<file path="config.mk">
export PLATFORM = sky130hd
export DESIGN_NAME = two_level_turnoff_sequencer
export DESIGN_NICKNAME = d
export VERILOG_FILES = /design/src/turnoff_pkg.sv /design/src/two_level_turnoff_sequencer.sv
export VERILOG_INCLUDE_DIRS = /design/src
export SDC_FILE = /design/constraint.sdc
export NUM_CORES = 1
export LEC_CHECK = 0
export ABC_AREA = 1
export BUFFER_PORTS_ARGS = -buffer_cell sky130_fd_sc_hd__buf_4
export CORE_MARGIN = 10
export CORE_UTILIZATION = 50
export CTS_CLUSTER_DIAMETER = 200
export DETAILED_ROUTE_END_ITERATION = 6
export GPL_ROUTABILITY_DRIVEN = 0
export PLACE_DENSITY = 0.66
export SYNTH_ARGS = -nofsm -noshare
export SYNTH_HDL_FRONTEND = slang
export SYNTH_SLANG_ARGS = --single-unit
</file>
<file path="constraint.sdc">
create_clock -name clk -period 4.1 [get_ports clk]
set_clock_uncertainty 0.1 [all_clocks]
set_input_delay 0.41 -clock clk [delete_from_list [all_inputs] [get_ports clk]]
set_output_delay 0.41 -clock clk [all_outputs]
set_load 0.05 [all_outputs]
</file>
<file path="src/turnoff_regs.svh">
// timing constants and figures for the two-level turn-off sequencer
`ifndef TURNOFF_REGS_SVH
`define TURNOFF_REGS_SVH

`define CLK_PERIOD_PS        5000
`define DISCHARGE_TIME_NS    500
`define DISCHARGE_CYC        ((`DISCHARGE_TIME_NS * 1000) / `CLK_PERIOD_PS)
`define PROP_DELAY_NS        200
`define PROP_DELAY_CYC       ((`PROP_DELAY_NS * 1000) / `CLK_PERIOD_PS)
`define SHUTDOWN_MIN_NS      30
`define SHUTDOWN_MIN_CYC     \
    ((`SHUTDOWN_MIN_NS * 1000 + `CLK_PERIOD_PS - 1) / `CLK_PERIOD_PS)
`define FAULT_CLR_MIN_NS     800
`define FAULT_CLR_MIN_CYC    \
    ((`FAULT_CLR_MIN_NS * 1000 + `CLK_PERIOD_PS - 1) / `CLK_PERIOD_PS)
`define CNT_W                16
`define CNT_MAX              16'hFFFF
`define CNT_ZERO             16'h0000
`define CNT_ONE              16'h0001
`define SHD_W                8

`endif

</file>
<file path="src/turnoff_pkg.sv">
// types for the two-level turn-off sequencer
`include "turnoff_regs.svh"
package turnoff_pkg;

    typedef enum logic [6:0] {
        ST_OFF       = 7'b000_0001,
        ST_QUAL_ON   = 7'b000_0010,
        ST_DISCHARGE = 7'b000_0100,
        ST_CHARGE    = 7'b000_1000,
        ST_ON        = 7'b001_0000,
        ST_FALL      = 7'b010_0000,
        ST_PLATEAU   = 7'b100_0000
    } seq_state_t;

    typedef struct packed {
        seq_state_t              state;
        logic [`CNT_W-1:0]       cnt;
        logic [`CNT_W-1:0]       hold;
        logic [`CNT_W-1:0]       meas;
        logic [`CNT_W-1:0]       offc;
        logic [`CNT_W-1:0]       dly;
        logic [`CNT_W-1:0]       low_cnt;
        logic [`SHD_W-1:0]       shd_cnt;
        logic [2:0]              shd_sync;
        logic                    shd_prev;
        logic                    shd_low;
        logic                    fault;
        logic                    desaturation_sense_lock;
        logic                    drive_high;
        logic                    drive_plateau;
        logic                    discharge;
        logic                    charge_first;
        logic                    charge_second;
        logic                    blank_release;
    } seq_regs_t;

endpackage : turnoff_pkg

</file>
<file path="src/two_level_turnoff_sequencer.sv">
// two-level turn-off sequencer of an isolated gate driver
`timescale 1ns/1ps
`include "turnoff_regs.svh"

module two_level_turnoff_sequencer
    import turnoff_pkg::*;
(
    // clock and reset
    input  wire logic clk,
    input  wire logic rst,
    // command inputs, already in clk domain
    input  wire logic cmd_on,
    // shutdown pin, active low, asynchronous
    input  wire logic shutdown_n,
    // analog comparators, already in clk domain
    input  wire logic node_above_7v,
    input  wire logic node_at_plateau,
    input  wire logic out_below_plateau,
    input  wire logic sense_trip,
    input  wire logic sense_blank_done,
    input  wire logic sense_delay_done,
    // analog controls
    output logic      node_discharge,
    output logic      node_charge_first,
    output logic      node_charge_second,
    output logic      sense_blank_release,
    output logic      drive_high,
    output logic      drive_plateau,
    // status
    output logic      fault_flag_output,
    output logic      fault_flag_output_oe
);

    seq_regs_t cur_ff;
    seq_regs_t nxt_ff;

    logic shd_level;
    logic shd_rise;
    logic want_on;
    logic desaturation_sense_go;

    // =====================================================================
    // filtered shutdown level and edge, trip release and turn-on qualification
    // =====================================================================
    always_comb
    begin
        shd_level = cur_ff.shd_low;
        shd_rise  = cur_ff.shd_prev & ~cur_ff.shd_low;
        desaturation_sense_go  = cur_ff.desaturation_sense_lock & sense_delay_done;
        want_on   = cmd_on & ~cur_ff.shd_low & ~cur_ff.desaturation_sense_lock
                    & ~cur_ff.fault;
    end

    // =====================================================================
    // sequencer
    // =====================================================================
    always_comb
    begin
        nxt_ff          = cur_ff;
        nxt_ff.shd_sync = {cur_ff.shd_sync[1:0], shutdown_n};
        nxt_ff.shd_prev = cur_ff.shd_low;
        // a level counts once the second and third stages have agreed on it for SHUTDOWN_MIN_CYC cycles
        if (cur_ff.shd_sync[1] == cur_ff.shd_sync[2])
        begin
            if ((~cur_ff.shd_sync[2]) != cur_ff.shd_low)
            begin
                if (cur_ff.shd_cnt >= `SHD_W'(`SHUTDOWN_MIN_CYC - 1))
                begin
                    nxt_ff.shd_low = ~cur_ff.shd_sync[2];
                    nxt_ff.shd_cnt = '0;
                end
                else
                    nxt_ff.shd_cnt = cur_ff.shd_cnt + `SHD_W'(1);
            end
            else
                nxt_ff.shd_cnt = '0;
        end
        else
            nxt_ff.shd_cnt = '0;
        if (shd_level && cur_ff.low_cnt != `CNT_MAX)
            nxt_ff.low_cnt = cur_ff.low_cnt + `CNT_ONE;
        else if (!shd_level && !shd_rise)
            nxt_ff.low_cnt = `CNT_ZERO;
        if (cur_ff.meas != `CNT_MAX)
            nxt_ff.meas = cur_ff.meas + `CNT_ONE;
        nxt_ff.cnt = cur_ff.cnt + `CNT_ONE;

        // desaturation trip during conduction after blanking
        if (cur_ff.state == ST_ON && cur_ff.blank_release && sense_trip
            && sense_blank_done)
        begin
            nxt_ff.desaturation_sense_lock = 1'b1;
            nxt_ff.fault      = 1'b1;
        end
        // set wins over clear on the same cycle
        else if (shd_rise && cur_ff.low_cnt >= `CNT_W'(`FAULT_CLR_MIN_CYC))
        begin
            nxt_ff.fault      = 1'b0;
        end
        if (cur_ff.state == ST_OFF)
            nxt_ff.desaturation_sense_lock = 1'b0;

        unique case (cur_ff.state)
            ST_OFF:
            begin
                nxt_ff.drive_high    = 1'b0;
                nxt_ff.drive_plateau = 1'b0;
                if (want_on)
                begin
                    nxt_ff.state = ST_QUAL_ON;
                    nxt_ff.cnt   = `CNT_ZERO;
                end
            end
            ST_QUAL_ON:
            begin
                if (!want_on)
                    nxt_ff.state = ST_OFF;
                else if (cur_ff.cnt >= cur_ff.hold)
                begin
                    nxt_ff.state     = ST_DISCHARGE;
                    nxt_ff.cnt       = `CNT_ZERO;
                    nxt_ff.meas      = `CNT_ZERO;
                    nxt_ff.discharge = 1'b1;
                end
            end
            ST_DISCHARGE:
            begin
                if (cur_ff.cnt >= `CNT_W'(`DISCHARGE_CYC - 1))
                begin
                    nxt_ff.discharge    = 1'b0;
                    nxt_ff.charge_first = 1'b1;
                    nxt_ff.state        = ST_CHARGE;
                end
            end
            ST_CHARGE:
            begin
                if (node_above_7v)
                begin
                    nxt_ff.charge_first  = 1'b0;
                    nxt_ff.charge_second = 1'b1;
                end
                if (node_above_7v && node_at_plateau)
                begin
                    nxt_ff.charge_second = 1'b0;
                    nxt_ff.drive_high    = 1'b1;
                    nxt_ff.blank_release = 1'b1;
                    nxt_ff.state         = ST_ON;
                    nxt_ff.offc          = `CNT_ZERO;
                    // stored in cycles as the measured time less PROP_DELAY_CYC, at least one
                    nxt_ff.hold = (cur_ff.meas > `CNT_W'(`PROP_DELAY_CYC))
                        ? cur_ff.meas - `CNT_W'(`PROP_DELAY_CYC)
                        : `CNT_ONE;
                end
            end
            ST_ON:
            begin
                if (desaturation_sense_go)
                begin
                    nxt_ff.drive_high = 1'b0;
                    nxt_ff.state      = ST_FALL;
                end
                else if (want_on || cur_ff.desaturation_sense_lock)
                    nxt_ff.offc = `CNT_ZERO;
                else if (cur_ff.offc >= cur_ff.hold
                         + `CNT_W'(`PROP_DELAY_CYC) || cur_ff.shd_low)
                begin
                    nxt_ff.drive_high    = 1'b0;
                    nxt_ff.blank_release = 1'b0;
                    nxt_ff.state         = ST_FALL;
                end
                else
                    nxt_ff.offc = cur_ff.offc + `CNT_ONE;
            end
            ST_FALL:
            begin
                nxt_ff.blank_release = 1'b0;
                if (out_below_plateau)
                begin
                    nxt_ff.drive_plateau = 1'b1;
                    nxt_ff.state         = ST_PLATEAU;
                    nxt_ff.cnt           = `CNT_ZERO;
                end
            end
            ST_PLATEAU:
            begin
                if (cur_ff.cnt + `CNT_ONE >= cur_ff.hold)
                begin
                    nxt_ff.drive_plateau = 1'b0;
                    if (want_on)
                    begin
                        nxt_ff.drive_high    = 1'b1;
                        nxt_ff.blank_release = 1'b1;
                        nxt_ff.offc          = `CNT_ZERO;
                        nxt_ff.state         = ST_ON;
                    end
                    else
                        nxt_ff.state = ST_OFF;
                end
            end
        endcase

        if (rst)
        begin
            nxt_ff           = '0;
            nxt_ff.state     = ST_OFF;
            nxt_ff.hold      = `CNT_ONE;
            nxt_ff.shd_sync  = 3'b111;
        end
    end

    always_ff @(posedge clk)
    begin
        cur_ff <= nxt_ff;
    end

    // =====================================================================
    // outputs
    // =====================================================================
    assign node_discharge       = cur_ff.discharge;
    assign node_charge_first    = cur_ff.charge_first;
    assign node_charge_second   = cur_ff.charge_second;
    assign sense_blank_release  = cur_ff.blank_release;
    assign drive_high           = cur_ff.drive_high;
    assign drive_plateau        = cur_ff.drive_plateau;
    assign fault_flag_output    = 1'b0;
    assign fault_flag_output_oe = cur_ff.fault;
endmodule : two_level_turnoff_sequencer
</file>
==> out/results.ini <==
[outcome]
outcome=complete, no violations

[job]
maxCapViolations=0

[hold_path]
holdPathStages=2
hp-start=shutdown_n
holdCritPathClass=primary input to flop

[worst_setup_path]
crit_arrival_ps=3670
crit_path_top_delay_cell=dfxtp_1
rr_worst_depth=20
end_kind=flop
crit_cells=20
crit_fanout=30
crit_path_frequent_cell=nand2_1
cp-startpoint=cur_ff[101]
crit_path_cell_trace=ha_1 -> nand2_1 -> nor2_1 -> nand3_1 -> nor2_1 -> nand2_1 -> nor3_1 -> xor2_1 -> inv_1 -> ha_1 -> nand4_1 -> a21oi_1 -> nor2_1 -> nand2_1 -> nand4_2 -> nor2_4 -> buf_4 -> nand2_1 -> nand2_1 -> nor2_1
crit_path_max_incr_delay_ps=380
critPathBufInv=2
path_class=flop to flop
crit_family=simple AND/OR/NAND/NOR gates
reg2reg_from=cur_ff[101]
start_kind=flop
critPathRequiredTime_ps=4270

[clocking]
cts_resized=0
cts_buffers=9
cts_hold_buffers=0
post_cts.repair.setup_buffers=0
path_clk_slew_ps=80
cts_max_level=3
cts_tree=built
clock-sinks=108
cts-root-buf=clkbuf_16
worst_skew_pair.late_latency_ps=370
cts_buffer_depth=2

[grt]
grt_pass1_vias=5837
grt_start_max_net_pins=43
globalRouteOverflowTotal=0
grt_pass1_wl_mm=26.9
antenna_found_initial=0
grt_usage_pct=16.3

[detailed_routing]
firstDrtPassIters=5
viasPerCell=5.00
wl_mm=15.5
dr.first_iter.drc_count=305
wire_per_inst_um=12.3
num_vias=6287
drc_errors=0
ant_nets=0

[floorplan]
initial_core_util_pct=51.0
die_area_um2=19300
die_h_um=139
core-area_um2=13900
rows=43
die_x_um=139
io_pins=18

[logic_synthesis]
synthCells=1061
synth_top_area_cell=dfxtp_1
synth_ff_type=dfxtp_1
synth_top_area_share_pct=30.6
postSynthAreaPerCell_um2=6.67
synth-seq-cells=108
synth_area_leaders=dfxtp_1 31%, nand2_1 13%, ha_1 11%, nor2_1 8.4%, inv_1 7.9%
synthDistinctLibCells=47
yosysWarningCount=0
async_flop_share_pct=0
seq_area_frac_synth_pct=30.6
netlist_area_um2=7070
synth_edf_count=0

[place]
port_buffers=16
place_hpwl_mm=11.9

[cells_and_area]
nets=1143
num_antenna_cells=0
drive_gt1_share_pct=7.05
syn2layout_area_growth_pct=7.85

[timing]
holdWs_ps=131
worst_slew_pin_slew_ps=752
finalMaxSlewViolations=0
slew_headroom_pct=49.9
hold_viol=0
timing.fmax_ghz=0.285
fin_crit_sh_pct=85.5
finalSetupTns_ps=0
finalSetupViolCount=0
period_minus_slack_ps=3500
rsz0062_at_grt=false

[power_and_ir_drop]
p_leak_nw=3.42
power_density_nw_per_um2=361
peakVddDrop_uv=274

cell type report:
type / count / area (µm²)
Tap cell: 180 / 225
Sequential cell: 108 / 2160
Clock inverter: 7 / 78.8
Clock buffer: 9 / 225
Fill cell: 1422 / 6250
Multi-Input combinational cell: 778 / 4200
Timing Repair Buffer: 19 / 143
Inverter: 157 / 592
flip-flops by register name (all words and copies together), names as in the netlist:
name	flops
cur_ff	100
drive_high	1
drive_plateau	1
fault_flag_output_oe	1
node_charge_first	1
node_charge_second	1
node_discharge	1
sense_blank_release	1
shd_level	1
power breakdown:
group	switching (mW)	total, mW	internal (mW)	leakage [nW]
registers	0.0684	1.18	1.11	0.875
logic	0.449	0.684	0.235	2.40
clock network	0.451	0.886	0.435	0.148
total	0.968	2.75	1.78	3.42
per-layer routing:
metal,GRT usage (%),vias to the layer above,part of all wire (%)
li1,-,3407,-
met1,21.0,2762,49
met2,26.9,96,45
met3,3.63,22,4.5
met4,3.90,0,1.5
met5,0,-,0
stage by stage:
stage | setup WS [ps] | util [%] | power, mW | instances | area, µm²
after floorplan | 1100 | - | 1.74 | 1065 | 7090
after detailed placement | 622 | 52.8 | 1.89 | 1242 | 7320
final | 596 | 55.0 | 2.75 | 1258 | 7630
after global routing | 103 | 55.0 | 2.93 | 1258 | 7630
after global placement | 719 | 52.8 | 1.88 | 1242 | 7320
after CTS | 601 | 55.0 | 2.78 | 1258 | 7630
Yosys cell counts, types with 6 or more instances:
cell / number
nand3_1: 87
o21bai_1: 6
inv_2: 7
ha_1: 60
o21ai_0: 33
buf_2: 6
nor2_1: 159
clkbuf_1: 9
xor2_1: 33
a21oi_1: 68
inv_1: 148
or2_2: 10
dfxtp_1: 108
nor3_1: 15
nand4_1: 16
nand2_1: 238
logic make-up after synthesis:
family          after synthesis  synth area share, %
compound gates              124                 9.82
xor+xnor                     34                 4.21
fa+ha+maj                    60                 10.6
buf+inv                     179                 10.2
flops                       108                 30.6
mux                           1                0.142
other cells                   1               0.0530
simple gates                554                 34.4
cell usage in the layout, fill, tap and decap left out, drive strengths merged:
cell type  synthesis  routed
xor2              33      33
a21boi             1       1
nand2            243     243
o21bai             6       6
conb               1       5
o211ai             3       3
o311ai             1       1
nor4               6       6
or2               12      12
o21ai             34      34
inv              156     160
a311oi             1       1
xnor2              1       1
buf               13      19
o22ai              1       1
clkbuf             9       9
clkinv             1       4
ha                60      60
nand3b             3       3
nor3              18      18
a31o               2       2
dfxtp            108     108
nand3             88      88
nor2             167     167
a211oi             4       4
mux2i              1       1
o31ai              2       2
nand4             17      17
o21a               1       1
a21oi             68      68
worst paths after layout:
check,end,slack [ps]
worst max-delay path,cur_ff[56],600
worst min-delay path,cur_ff[10],130
worst max register to register,cur_ff[56],600
worst min register to register,cur_ff[11],330
(Power assumes the default switching activity.)
